[src/verilog/usb_hs_link_pkg.sv]
// Shared constants and types for the high-speed host link timing block
package usb_hs_link_pkg;
    // ****************************************
    // Clock and framing, one clk cycle per bit time
    // ****************************************
    localparam int CLK_MHZ      = 100;
    localparam int SYNC_BITS    = 32;
    localparam int IPG_MIN      = 8;
    localparam int IPG_MAX      = 192;
    localparam int EOP_BITS     = 8;
    localparam int SOF_EOP_BITS = 40;
    localparam int CHIRP_PAIRS  = 3;
    localparam int STUFF_RUN    = 6;
    // ****************************************
    // Port timing in microseconds and derived cycles
    // ****************************************
    localparam int CHIRP_RESP_US    = 100;
    localparam int CHIRP_MIN_US     = 40;
    localparam int CHIRP_MAX_US     = 60;
    localparam int SOF_FIRST_MIN_US = 100;
    localparam int SOF_FIRST_MAX_US = 500;
    localparam int SOF_PERIOD_US    = 125;
    localparam int RESUME_SOF_US    = 3000;
    localparam int CHIRP_CYC     = (CHIRP_MIN_US + CHIRP_MAX_US) / 2 * CLK_MHZ;
    localparam int SOF_FIRST_CYC = (SOF_FIRST_MIN_US + SOF_FIRST_MAX_US) / 2 * CLK_MHZ;
    localparam int SOF_PERIOD_CYC = SOF_PERIOD_US * CLK_MHZ;
    // Buffer word: {bit, last, sof}
    localparam int WORD_W = 3;

    typedef enum logic [1:0] {LINE_SE0, LINE_J, LINE_K} line_e;
endpackage

[src/verilog/bit_stream_if.sv]
// Bit stream carrier between the buffer and the framing engine
`timescale 1ns/1ns
interface bit_stream_if;
    logic valid;
    logic ready;
    logic data;
    logic last;
    logic sof;
    modport src (output valid, output data, output last, output sof, input ready);
    modport snk (input valid, input data, input last, input sof, output ready);
endinterface

[src/verilog/usb_hs_host_link.sv]
// High-speed downstream host link: framing, chirp handshake, SOF, suspend/resume
`timescale 1ns/1ns
module usb_hs_host_link #(
    parameter int CHIRP_CYC      = usb_hs_link_pkg::CHIRP_CYC,      // Chirp length
    parameter int SOF_FIRST_CYC  = usb_hs_link_pkg::SOF_FIRST_CYC,  // Chirp to SOF
    parameter int SOF_PERIOD_CYC = usb_hs_link_pkg::SOF_PERIOD_CYC  // Frame period
) (
    input  wire logic       clk_i,         // Bit clock
    input  wire logic       resetn_i,      // Async reset, active low
    input  wire logic       tx_valid_i,    // Packet bit offered
    output logic            tx_ready_o,    // Buffer has room
    input  wire logic       tx_bit_i,      // Raw packet bit
    input  wire logic       tx_last_i,     // Last bit of packet
    input  wire logic       tx_sof_i,      // Packet is a SOF
    input  wire logic       rx_active_i,   // Device is sending (pin)
    input  wire logic       dev_chirp_k_i, // Device chirp-K seen (pin)
    input  wire logic       port_reset_i,  // Firmware: bus reset
    input  wire logic       suspend_i,     // Firmware: suspend
    input  wire logic       resume_i,      // Firmware: resume signaling
    output logic [1:0]      line_o,        // Line state to drive
    output logic            line_oe_o,     // Host drives the line
    output logic            hs_mode_o,     // High-speed operation
    output logic            sof_due_o      // SOF packet wanted
);
    // ****************************************
    // Constants and types
    // ****************************************
    localparam int CHIRP_LAST = 2 * usb_hs_link_pkg::CHIRP_PAIRS - 1;
    typedef enum logic [2:0] {P_OFF, P_RESET, P_DEVK, P_CHIRP, P_FIRST, P_RUN,
                              P_SUSP, P_RESUME} port_e;
    typedef enum logic [1:0] {T_IDLE, T_SYNC, T_DATA, T_EOP} tx_e;

    // ****************************************
    // Pin synchronisers
    // ****************************************
    logic [1:0] rx_sync_reg, chk_sync_reg;
    logic       rx_act_s, dev_k_s;

    always_ff @(posedge clk_i or negedge resetn_i) begin
        if (!resetn_i) begin
            rx_sync_reg  <= 2'h0;
            chk_sync_reg <= 2'h0;
        end else begin
            rx_sync_reg  <= {rx_sync_reg[0], rx_active_i};
            chk_sync_reg <= {chk_sync_reg[0], dev_chirp_k_i};
        end
    end
    assign rx_act_s = rx_sync_reg[1];
    assign dev_k_s  = chk_sync_reg[1];

    // ****************************************
    // Buffer and encoder
    // ****************************************
    bit_stream_if bs ();
    logic stuff, lvl_next, nz_init, nz_adv, nz_bit, nz_stuff_en;

    bit_buffer2 u_buf (
        .clk_i      (clk_i),
        .resetn_i   (resetn_i),
        .in_valid_i (tx_valid_i),
        .in_ready_o (tx_ready_o),
        .in_data_i  ({tx_bit_i, tx_last_i, tx_sof_i}),
        .out        (bs.src)
    );

    nrzi_stuffer u_nrzi (
        .clk_i      (clk_i),
        .resetn_i   (resetn_i),
        .init_i     (nz_init),
        .adv_i      (nz_adv),
        .bit_i      (nz_bit),
        .stuff_en_i (nz_stuff_en),
        .stuff_o    (stuff),
        .lvl_next_o (lvl_next)
    );

    // ****************************************
    // Port state: reset, chirp, SOF timing, suspend
    // ****************************************
    port_e       port_reg, port_next;
    tx_e         tx_reg, tx_next;
    logic [14:0] port_cnt_reg, port_cnt_next;
    logic [2:0]  chirp_idx_reg, chirp_idx_next;
    logic [13:0] sof_cnt_reg, sof_cnt_next;
    logic        sof_due_reg, sof_due_next;
    logic        sof_start;

    always_comb begin
        port_next      = port_reg;
        port_cnt_next  = port_cnt_reg + 15'h1;
        chirp_idx_next = chirp_idx_reg;
        sof_cnt_next   = 14'h0;
        sof_due_next   = 1'b0;
        unique case (port_reg)
            P_OFF: begin
                if (port_reset_i) begin
                    port_next = P_RESET;
                end
            end
            P_RESET: begin
                if (dev_k_s) begin
                    port_next = P_DEVK;
                end else if (!port_reset_i) begin
                    port_next = P_OFF;
                end
            end
            P_DEVK: begin
                // Answer at once: far inside the response window
                if (!dev_k_s) begin
                    port_next      = P_CHIRP;
                    port_cnt_next  = 15'h0;
                    chirp_idx_next = 3'h0;
                end
            end
            P_CHIRP: begin
                if (port_cnt_reg == 15'(CHIRP_CYC - 1)) begin
                    port_cnt_next  = 15'h0;
                    chirp_idx_next = chirp_idx_reg + 3'h1;
                    if (chirp_idx_reg == 3'(CHIRP_LAST)) begin
                        port_next = P_FIRST;
                    end
                end
            end
            P_FIRST: begin
                if (port_cnt_reg == 15'(SOF_FIRST_CYC - 1)) begin
                    port_next    = P_RUN;
                    sof_due_next = 1'b1;
                end
            end
            P_RUN: begin
                sof_due_next = sof_due_reg && !sof_start;
                sof_cnt_next = sof_cnt_reg + 14'h1;
                if (sof_cnt_reg == 14'(SOF_PERIOD_CYC - 1)) begin
                    sof_cnt_next = 14'h0;
                    sof_due_next = 1'b1;
                end
                if (suspend_i && tx_reg == T_IDLE) begin // A packet in flight ends first
                    port_next    = P_SUSP;
                    sof_due_next = 1'b0;
                end
            end
            P_SUSP: begin
                if (resume_i && !suspend_i) begin
                    port_next = P_RESUME;
                end
            end
            P_RESUME: begin
                // Bus goes idle when resume drops; first SOF follows at once
                if (!resume_i) begin
                    port_next    = P_RUN;
                    sof_due_next = 1'b1;
                end
            end
        endcase
        if (port_reset_i && port_reg != P_RESET && port_reg != P_DEVK) begin
            port_next    = P_RESET;
            sof_due_next = 1'b0;
        end
    end

    always_ff @(posedge clk_i or negedge resetn_i) begin
        if (!resetn_i) begin
            port_reg      <= P_OFF;
            port_cnt_reg  <= 15'h0;
            chirp_idx_reg <= 3'h0;
            sof_cnt_reg   <= 14'h0;
            sof_due_reg   <= 1'b0;
        end else begin
            port_reg      <= port_next;
            port_cnt_reg  <= port_cnt_next;
            chirp_idx_reg <= chirp_idx_next;
            sof_cnt_reg   <= sof_cnt_next;
            sof_due_reg   <= sof_due_next;
        end
    end

    // ****************************************
    // Packet framing
    // ****************************************
    logic [7:0] tx_cnt_reg, tx_cnt_next;
    logic [7:0] gap_reg, gap_next;
    logic       eop_sof_reg, eop_sof_next;

    // Gap counts idle symbols; line output lags state by one cycle
    assign sof_start = (tx_reg == T_IDLE) && (tx_next == T_SYNC) && bs.sof;

    always_comb begin
        tx_next      = tx_reg;
        tx_cnt_next  = tx_cnt_reg + 8'h1;
        eop_sof_next = eop_sof_reg;
        nz_init      = 1'b0;
        nz_adv       = 1'b0;
        nz_bit       = 1'b1;
        nz_stuff_en  = 1'b0;
        bs.ready     = 1'b0;
        unique case (tx_reg)
            T_IDLE: begin
                tx_cnt_next = 8'h0;
                if (port_reg == P_RUN && !suspend_i && bs.valid && !rx_act_s &&
                    gap_reg >= 8'(usb_hs_link_pkg::IPG_MIN - 1)) begin
                    tx_next      = T_SYNC;
                    eop_sof_next = bs.sof;
                    nz_init      = 1'b1;
                end
            end
            T_SYNC: begin
                nz_adv = 1'b1;
                nz_bit = (tx_cnt_reg == 8'(usb_hs_link_pkg::SYNC_BITS - 1));
                if (nz_bit) begin
                    tx_next = T_DATA;
                end
            end
            T_DATA: begin
                nz_stuff_en = 1'b1;
                nz_bit      = bs.data;
                nz_adv      = bs.valid || stuff;
                bs.ready    = !stuff;
                tx_cnt_next = 8'h0;
                // Source underrun aborts the packet with its end pattern
                if (!bs.valid && !stuff) begin
                    tx_next = T_EOP;
                end else if (!stuff && bs.last) begin
                    tx_next = T_EOP;
                end
            end
            T_EOP: begin
                // First end symbol is a raw zero, so the line always toggles
                nz_adv = 1'b1;
                nz_bit = (tx_cnt_reg != 8'h0);
                if (tx_cnt_reg == (eop_sof_reg ? 8'(usb_hs_link_pkg::SOF_EOP_BITS - 1)
                                               : 8'(usb_hs_link_pkg::EOP_BITS - 1))) begin
                    tx_next = T_IDLE;
                end
            end
        endcase
        if (rx_act_s || tx_reg != T_IDLE) begin
            gap_next = 8'h0;
        end else begin
            gap_next = (gap_reg == 8'hff) ? gap_reg : gap_reg + 8'h1;
        end
    end

    always_ff @(posedge clk_i or negedge resetn_i) begin
        if (!resetn_i) begin
            tx_reg      <= T_IDLE;
            tx_cnt_reg  <= 8'h0;
            gap_reg     <= 8'hff;
            eop_sof_reg <= 1'b0;
        end else begin
            tx_reg      <= tx_next;
            tx_cnt_reg  <= tx_cnt_next;
            gap_reg     <= gap_next;
            eop_sof_reg <= eop_sof_next;
        end
    end

    // ****************************************
    // Line drive
    // ****************************************
    logic [1:0] line_reg, line_next;
    logic       oe_reg, oe_next, hs_reg, hs_next;

    always_comb begin
        line_next = line_reg;
        oe_next   = 1'b0;
        hs_next   = (port_next == P_FIRST) || (port_next == P_RUN);
        unique case (port_next)
            P_RESET: begin
                line_next = usb_hs_link_pkg::LINE_SE0;
                oe_next   = 1'b1;
            end
            P_CHIRP: begin
                line_next = chirp_idx_next[0] ? usb_hs_link_pkg::LINE_J
                                              : usb_hs_link_pkg::LINE_K;
                oe_next   = 1'b1;
            end
            P_RESUME: begin
                line_next = usb_hs_link_pkg::LINE_K;
                oe_next   = 1'b1;
            end
            P_FIRST, P_RUN: begin
                oe_next = 1'b1;
                if (tx_reg == T_IDLE) begin
                    line_next = usb_hs_link_pkg::LINE_SE0;
                end else if (nz_adv) begin
                    line_next = lvl_next ? usb_hs_link_pkg::LINE_J
                                         : usb_hs_link_pkg::LINE_K;
                end
            end
            default: begin
                line_next = usb_hs_link_pkg::LINE_SE0;
            end
        endcase
    end

    always_ff @(posedge clk_i or negedge resetn_i) begin
        if (!resetn_i) begin
            line_reg <= usb_hs_link_pkg::LINE_SE0;
            oe_reg   <= 1'b0;
            hs_reg   <= 1'b0;
        end else begin
            line_reg <= line_next;
            oe_reg   <= oe_next;
            hs_reg   <= hs_next;
        end
    end

    assign line_o    = line_reg;
    assign line_oe_o = oe_reg;
    assign hs_mode_o = hs_reg;
    assign sof_due_o = sof_due_reg;
endmodule

[src/verilog/bit_buffer2.sv]
// Two-entry buffer between the packet source and the framing engine
`timescale 1ns/1ns
module bit_buffer2 (
    input  wire logic                              clk_i,      // Clock
    input  wire logic                              resetn_i,   // Async reset
    input  wire logic                              in_valid_i, // Word offered
    output logic                                   in_ready_o, // Room free
    input  wire logic [usb_hs_link_pkg::WORD_W-1:0] in_data_i,  // {bit,last,sof}
    bit_stream_if.src                              out         // Drain side
);
    logic [usb_hs_link_pkg::WORD_W-1:0] mem_reg [2];
    logic [usb_hs_link_pkg::WORD_W-1:0] mem_next [2];
    logic [1:0] cnt_reg, cnt_next;
    logic       wr_reg, wr_next, rd_reg, rd_next;
    logic       push, pop;

    assign in_ready_o = (cnt_reg != 2'h2);
    assign out.valid  = (cnt_reg != 2'h0);
    assign {out.data, out.last, out.sof} = mem_reg[rd_reg];
    assign push = in_valid_i && in_ready_o;
    assign pop  = out.valid && out.ready;

    always_comb begin
        mem_next = mem_reg;
        wr_next  = wr_reg;
        rd_next  = rd_reg;
        if (push) begin
            mem_next[wr_reg] = in_data_i;
            wr_next          = ~wr_reg;
        end
        if (pop) begin
            rd_next = ~rd_reg;
        end
        cnt_next = cnt_reg + {1'b0, push} - {1'b0, pop};
    end

    always_ff @(posedge clk_i or negedge resetn_i) begin
        if (!resetn_i) begin
            mem_reg[0] <= '0;
            mem_reg[1] <= '0;
            cnt_reg    <= 2'h0;
            wr_reg     <= 1'b0;
            rd_reg     <= 1'b0;
        end else begin
            mem_reg <= mem_next;
            cnt_reg <= cnt_next;
            wr_reg  <= wr_next;
            rd_reg  <= rd_next;
        end
    end
endmodule

[src/verilog/nrzi_stuffer.sv]
// NRZI encoder with bit stuffing that can be switched off
`timescale 1ns/1ns
module nrzi_stuffer (
    input  wire logic clk_i,      // Clock
    input  wire logic resetn_i,   // Async reset
    input  wire logic init_i,     // Return to J, clear run
    input  wire logic adv_i,      // Emit one symbol
    input  wire logic bit_i,      // Raw bit
    input  wire logic stuff_en_i, // Stuffing allowed
    output logic      stuff_o,    // This symbol is a stuffed zero
    output logic      lvl_next_o  // Emitted level, 1 = J
);
    logic       lvl_reg;
    logic [2:0] ones_reg, ones_next;
    logic       eff;

    assign stuff_o = stuff_en_i && (ones_reg == 3'(usb_hs_link_pkg::STUFF_RUN));
    assign eff     = stuff_o ? 1'b0 : bit_i;

    always_comb begin
        lvl_next_o = lvl_reg;
        ones_next  = ones_reg;
        if (init_i) begin
            lvl_next_o = 1'b1;
            ones_next  = 3'h0;
        end else if (adv_i) begin
            lvl_next_o = eff ? lvl_reg : ~lvl_reg;
            ones_next  = eff ? ((ones_reg == 3'h7) ? ones_reg : ones_reg + 3'h1) : 3'h0;
        end
    end

    always_ff @(posedge clk_i or negedge resetn_i) begin
        if (!resetn_i) begin
            lvl_reg  <= 1'b1;
            ones_reg <= 3'h0;
        end else begin
            lvl_reg  <= lvl_next_o;
            ones_reg <= ones_next;
        end
    end
endmodule

[config.mk]
export PLATFORM = sky130hd
export DESIGN_NAME = usb_hs_host_link
export DESIGN_NICKNAME = d
export VERILOG_FILES = /design/src/verilog/usb_hs_link_pkg.sv /design/src/verilog/bit_stream_if.sv /design/src/verilog/usb_hs_host_link.sv /design/src/verilog/bit_buffer2.sv /design/src/verilog/nrzi_stuffer.sv
export SDC_FILE = /design/constraint.sdc
export NUM_CORES = 1
export LEC_CHECK = 0
export ABC_AREA = 1
export BUFFER_PORTS_ARGS = -buffer_cell sky130_fd_sc_hd__buf_2
export CAP_MARGIN = 5
export CELL_PAD_IN_SITES_DETAIL_PLACEMENT = 1
export CELL_PAD_IN_SITES_GLOBAL_PLACEMENT = 1
export CORE_UTILIZATION = 43
export CTS_BUF_LIST = sky130_fd_sc_hd__clkbuf_4 sky130_fd_sc_hd__clkbuf_8
export CTS_CLUSTER_DIAMETER = 200
export DETAILED_ROUTE_END_ITERATION = 6
export PLACE_DENSITY_LB_ADDON = 0.15
export SLEW_MARGIN = 20
export SYNTH_ARGS = -nofsm -noshare
export SYNTH_HDL_FRONTEND = slang
export SYNTH_SLANG_ARGS = --single-unit
[constraint.sdc]
create_clock -name clk_i -period 1.4 [get_ports clk_i]
set_input_delay 0.14 -clock clk_i [delete_from_list [all_inputs] [get_ports clk_i]]
set_output_delay 0.14 -clock clk_i [all_outputs]
set_load 0.01 [all_outputs]
==> results of run 1 <==
==> logic make-up after synthesis <==
family                     share of synthesized area
and+or+nand+nor                                0.290
buffers and inverters                         0.0825
DFF                                            0.479
AOI/OAI and AO/OA                             0.0927
adders and majority gates                     0.0371
xor gates and xnor gates                      0.0195
==> per-stage QoR <==
stage / util / setup slack, ps / instances
floorplan: - / -160 / 513
CTS: 0.685 / -282 / 825
global placement: 0.573 / -240 / 758
detailed placement: 0.573 / -355 / 758
==> what timing repair did <==
item | 4_1_cts
hold endpoints to repair | 19
cloned | 0
buffers inserted | 52
resized for setup | 118
pin swaps | 70
setup endpoints to repair | 54
hold buffers | 3
==> per-layer routing <==
layer,GRT usage,GRT overflow
met4,1.00,114
met1,0.846,0
met3,0.691,5
met2,1.04,144
met5,0.210,0
==> summary.txt, run 1 <==
Synthesis
  – Most used DFF post-synth: dfrtp_1
  – Synth Register Bits: 77
  – Syn Inst Count: 513
  – Most frequent cell after synthesis: nand2_1
  – Yosys top cell area share: 0.420
  – Asr flop ratio synth: 1.00
  – Synth unique cells: 40
  – Mapped Nets: 536
  – Post-synth EDFFs: 0
  – Post-Synthesis Cell Area: 4050 sq um
  – Synth warnings: 0
  – Sequential-to-total area share from yosys stat: 0.479
  – Leading area contributor after synthesis: dfrtp_1
  – Mean Syn Cell Area: 7.89 sq um
  – Synth top area cells: dfrtp_1 42%, nand2_1 9.5%, inv_1 6.5%, nor2_1 6.3%, dfstp_2 5.8%
  – Synth top cells by count: 103 x nand2_1, 70 x inv_1, 68 x dfrtp_1, 68 x nor2_1, 39 x nand3_1

Placed design
  – Port-buffer cells: 16
  – Final Wtd Congestion: 0.791
  – Placed cell area: 5270 sq um
  – DPL Wire Length: 8840 um

Floorplan
  – Row cnt: 35
  – Die H: 99.1 um
  – Die W: 99.1 um
  – Boundary pin count: 17
  – Initial core utilization: 0.440

GRT
  – GRT Resource Usage Total: 0.870
  – Initial antenna violation count: 2
  – Largest net degree at the start of global routing: 31
  – Total grt overflow: 263

CTS
  – Longest Clk Path Bufs: 2
  – CTS sink count: 77
  – Clock Tree Root: clkbuf_8
  – H-tree depth: 3
  – Num CTS Buffers: 9

Status
  – Fail Step: global routing (5_1_grt)
  – Stop err: [ERROR GRT-0232] Routing congestion too high. Check the congestion heatmap in the GUI.
  – Status: did not finish

Timing
  – Worst-path endpoint after global-route repair_timing: line_o[0]$_DFFE_PN0P_/D
  – Worst EP kind: register input
==> inputs of run 2 (changes only) <==
--- a/config.mk
+++ b/config.mk
@@ -8,11 +8,7 @@
 export ABC_AREA = 1
 export BUFFER_PORTS_ARGS = -buffer_cell sky130_fd_sc_hd__buf_2
 export CAP_MARGIN = 5
-export CELL_PAD_IN_SITES_DETAIL_PLACEMENT = 1
-export CELL_PAD_IN_SITES_GLOBAL_PLACEMENT = 1
-export CORE_UTILIZATION = 43
-export CTS_BUF_LIST = sky130_fd_sc_hd__clkbuf_4 sky130_fd_sc_hd__clkbuf_8
-export CTS_CLUSTER_DIAMETER = 200
+export CORE_UTILIZATION = 35
 export DETAILED_ROUTE_END_ITERATION = 6
 export PLACE_DENSITY_LB_ADDON = 0.15
 export SLEW_MARGIN = 20
==> constraint.sdc (replaced) <==
create_clock -name clk_i -period 1.8 [get_ports clk_i]
set_input_delay 0.18 -clock clk_i [delete_from_list [all_inputs] [get_ports clk_i]]
set_output_delay 0.18 -clock clk_i [all_outputs]
set_load 0.01 [all_outputs]
==> summary.txt, run 2 <==
Timing
  – Slew HR: 0.764
  – Fmax: 600 MHz
  – Slew of the pin with the lowest slew margin: 354 ps
  – RSZ-0062 raised after global routing: yes
  – Final hold vios: 0
  – WHS: 97.4 ps
  – Final setup violation count: 0
  – Final period util: 0.926
  – Clk_skew: 4.93 ps
  – Max Slew Vio Count: 0
  – Min Tclk post-route: 1670 ps
  – Min setup slack post-route: 133 ps

Pwr
  – Sw power: 0.00200 W
  – Clock share of power: 0.309
  – Sequential Power Share: 0.399
  – Cell internal pwr: 0.00385 W
  – Pwr dens: 1160 nW/um^2
  – Combinational power share: 0.292
  – Switching Share: 0.341
  – Worst vdd ir: 449 uV
  – Static Leak: 2.41 nW

Routing
  – Vias per inst: 4.73
  – DRT iter0 DRCs: 96
  – # DRC: 0
  – Wire length per cell: 12.0 um
  – Pre-antenna DRT Iters: 5
  – Antenna Nets Post-Route: 0
  – Number of vias in the routed layout: 3378
  – Drt total wl: 8540 um

Worst setup path
  – CP top delay family: simple AND/OR/NAND/NOR gates
  – Worst setup path class: flop to flop
  – Worst R2R Path Depth: 10
  – Worst R2R End: port_cnt_reg[14]
  – Crit path buffers/inverters: 1
  – Crit path DAT: 1890 ps
  – Crit path max-delay cell type: dfrtp_1
  – Critical Path Sink Type: flop
  – Crit Path Max Fanout: 5
  – Critical Path Start Type: flop
  – Crit-path cells: ha_4 > nand4_1 > nor2_2 > nand2_2 > nor2_4 > inv_2 > nor2_4 > nand2_2 > nor3_2 > nor3_2
  – Worst reg2reg startpoint: port_cnt_reg[0]
  – Reg2reg setup slack: 130 ps
  – Critical Path Max Stage Delay: 400 ps
  – Worst Path Required: 2020 ps

CTS
  – Longest Clk Path Bufs: 2 (unchanged)
  – CTS clock-pin slew for the worst setup and hold paths: 60 ps
  – H-tree depth: 3 (unchanged)
  – Worst skew pair latency: 340 ps
  – CTS tree: yes
  – Num CTS Buffers: 9 (unchanged)
  – CTS sink count: 77 (unchanged)
  – Clock Tree Root: clkbuf_16

Synthesis
  – Syn Inst Count: 513 (unchanged)
  – Synth unique cells: 40 (unchanged)
  – Mapped Nets: 536 (unchanged)
  – Mean Syn Cell Area: 7.89 sq um (unchanged)
  – Most used DFF post-synth: dfrtp_1
  – Post-Synthesis Cell Area: 4050 sq um (unchanged)
  – Synth top cells by count: 103 x nand2_1, 70 x inv_1, 68 x dfrtp_1, 68 x nor2_1, 39 x nand3_1
  – Synth warnings: 0 (unchanged)
  – Asr flop ratio synth: 1.00 (unchanged)
  – Leading area contributor after synthesis: dfrtp_1
  – Sequential-to-total area share from yosys stat: 0.479 (unchanged)
  – Yosys top cell area share: 0.420 (unchanged)
  – Post-synth EDFFs: 0 (unchanged)
  – Most frequent cell after synthesis: nand2_1
  – Synth top area cells: dfrtp_1 42%, nand2_1 9.5%, inv_1 6.5%, nor2_1 6.3%, dfstp_2 5.8%
  – Synth Register Bits: 77 (unchanged)

Floorplan
  – Row cnt: 38 (+8.6%)
  – Initial core utilization: 0.366 (-0.0748)
  – Die area: 12000 sq um
  – Core Box Area: 11100 sq um
  – Die H: 110 um (+11%)
  – Boundary pin count: 17 (unchanged)
  – Die W: 110 um (+11%)

GRT
  – Vias in the first global route: 3309
  – Total grt overflow: 0
  – Initial antenna violation count: 0
  – First-pass GRT wire length: 14700 um
  – Largest net degree at the start of global routing: 46
  – GRT Resource Usage Total: 0.158

Status
  – Status: complete, no violations

Min path
  – Hold crit path type: input pin to flop
  – WHS Path Cells: 3
  – Worst Min Path Start: tx_last_i
  – Hold EP: u_buf.mem_reg[4]

Flow run
  – Max Cap Viol: 0

Placed design
  – Pre-CTS WS: 77.4 ps (+432 ps)
  – DPL Wire Length: 6110 um (-31%)
  – Port-buffer cells: 16 (unchanged)
  – Final Wtd Congestion: 0.827 (+4.5%)

Cells and area
  – Commonest non-fill, non-tap cells in the layout: 98 x nand2_1, 69 x inv_1, 59 x nor2_1, 58 x dfrtp_1, 33 x nand3_1
  – Layout cell share with drive strength beyond 1: 0.247
  – Most common cell after layout, fill and taps aside: nand2_1
  – N_diodes: 0
  – Syn-to-layout area delta: 24.1%
  – Max reg flops: 15
  – Nets: 592
[run 2: cell counts after synthesis]
Identical to the previous run, type by type.
[run 2: tightest hold or removal path: stages]
cell	delay (ps)
buf_2	90
inv_1	50
o21ai_0	70
[run 2: kinds of logic (layout without fill, tap and decap cells)]
| group | Yosys count | after routing | synth area share |
|---|---|---|---|
| AOI/OAI and AO/OA | 65 | 65 | 0.0927 |
| adders and majority gates | 12 | 12 | 0.0371 |
| and+or+nand+nor | 264 | 264 | 0.290 |
| DFF | 77 | 77 | 0.479 |
| xor gates and xnor gates | 9 | 9 | 0.0195 |
| buffers and inverters | 86 | 147 | 0.0825 |
[run 2: worst max path at each step]
stage	end	slack [ps]	depth (start not counted)	start
5_1_grt	port_cnt_reg[14]	-50	10	port_cnt_reg[0]
3_3_place_gp	port_cnt_reg[14]	110	10	port_cnt_reg[0]
3_5_place_dp	port_cnt_reg[14]	80	10	port_cnt_reg[0]
2_1_floorplan	port_cnt_reg[14]	190	10	port_cnt_reg[0]
4_1_cts	gap_reg[1]	60	7	gap_reg[0]
6_report	port_cnt_reg[14]	130	10	port_cnt_reg[0]
[run 2: power groups by stage]
stage          sequential (W)  clock (W)  combinational [W]
2_1_floorplan         0.00229          0            0.00113
3_3_place_gp          0.00233          0            0.00156
3_5_place_dp          0.00234          0            0.00160
4_1_cts               0.00231    0.00187            0.00161
5_1_grt               0.00237    0.00192            0.00197
6_report              0.00233    0.00181            0.00171
[run 2: layout make-up]
type | instances | area, sq um
inverter | 84 | 324
timing repair buffer | 47 | 352
sequential | 77 | 1950
fill | 1110 | 6050
clock buffer | 12 | 246
tap | 140 | 175
multi-input combinational | 350 | 1930
clock inverter | 4 | 47.5
[run 2: metrics by stage]
stage,std cells,area [sq um],util,setup TNS (ps),total power (W)
after floorplan,513,4050,-,0,0.00342
after global placement,685,4460,0.402,0,0.00389
after detailed placement,685,4460,0.402,0,0.00394
after CTS,704,4780,0.432,0,0.00579
after global routing,714,5030,0.454,-107,0.00627
final,714,5030,0.454,0,0.00585
[run 2: per-layer routing]
metal | vias up | GRT usage | share of wire
met5 | - | 0 | 0
li1 | 1765 | - | -
met1 | 1573 | 0.213 | 0.50
met2 | 26 | 0.241 | 0.45
met3 | 14 | 0.0326 | 0.026
met4 | 0 | 0.0810 | 0.023
[run 2: repair_timing]
item / CTS / global route
endpoints found under the setup margin: 0 / 18
buffers inserted: 0 / 10
gates resized for setup: 0 / 49
endpoints found under the hold margin: 70 / 0
hold buffers: 3 / 0
Note: power is estimated with default switching activity, not from simulation.
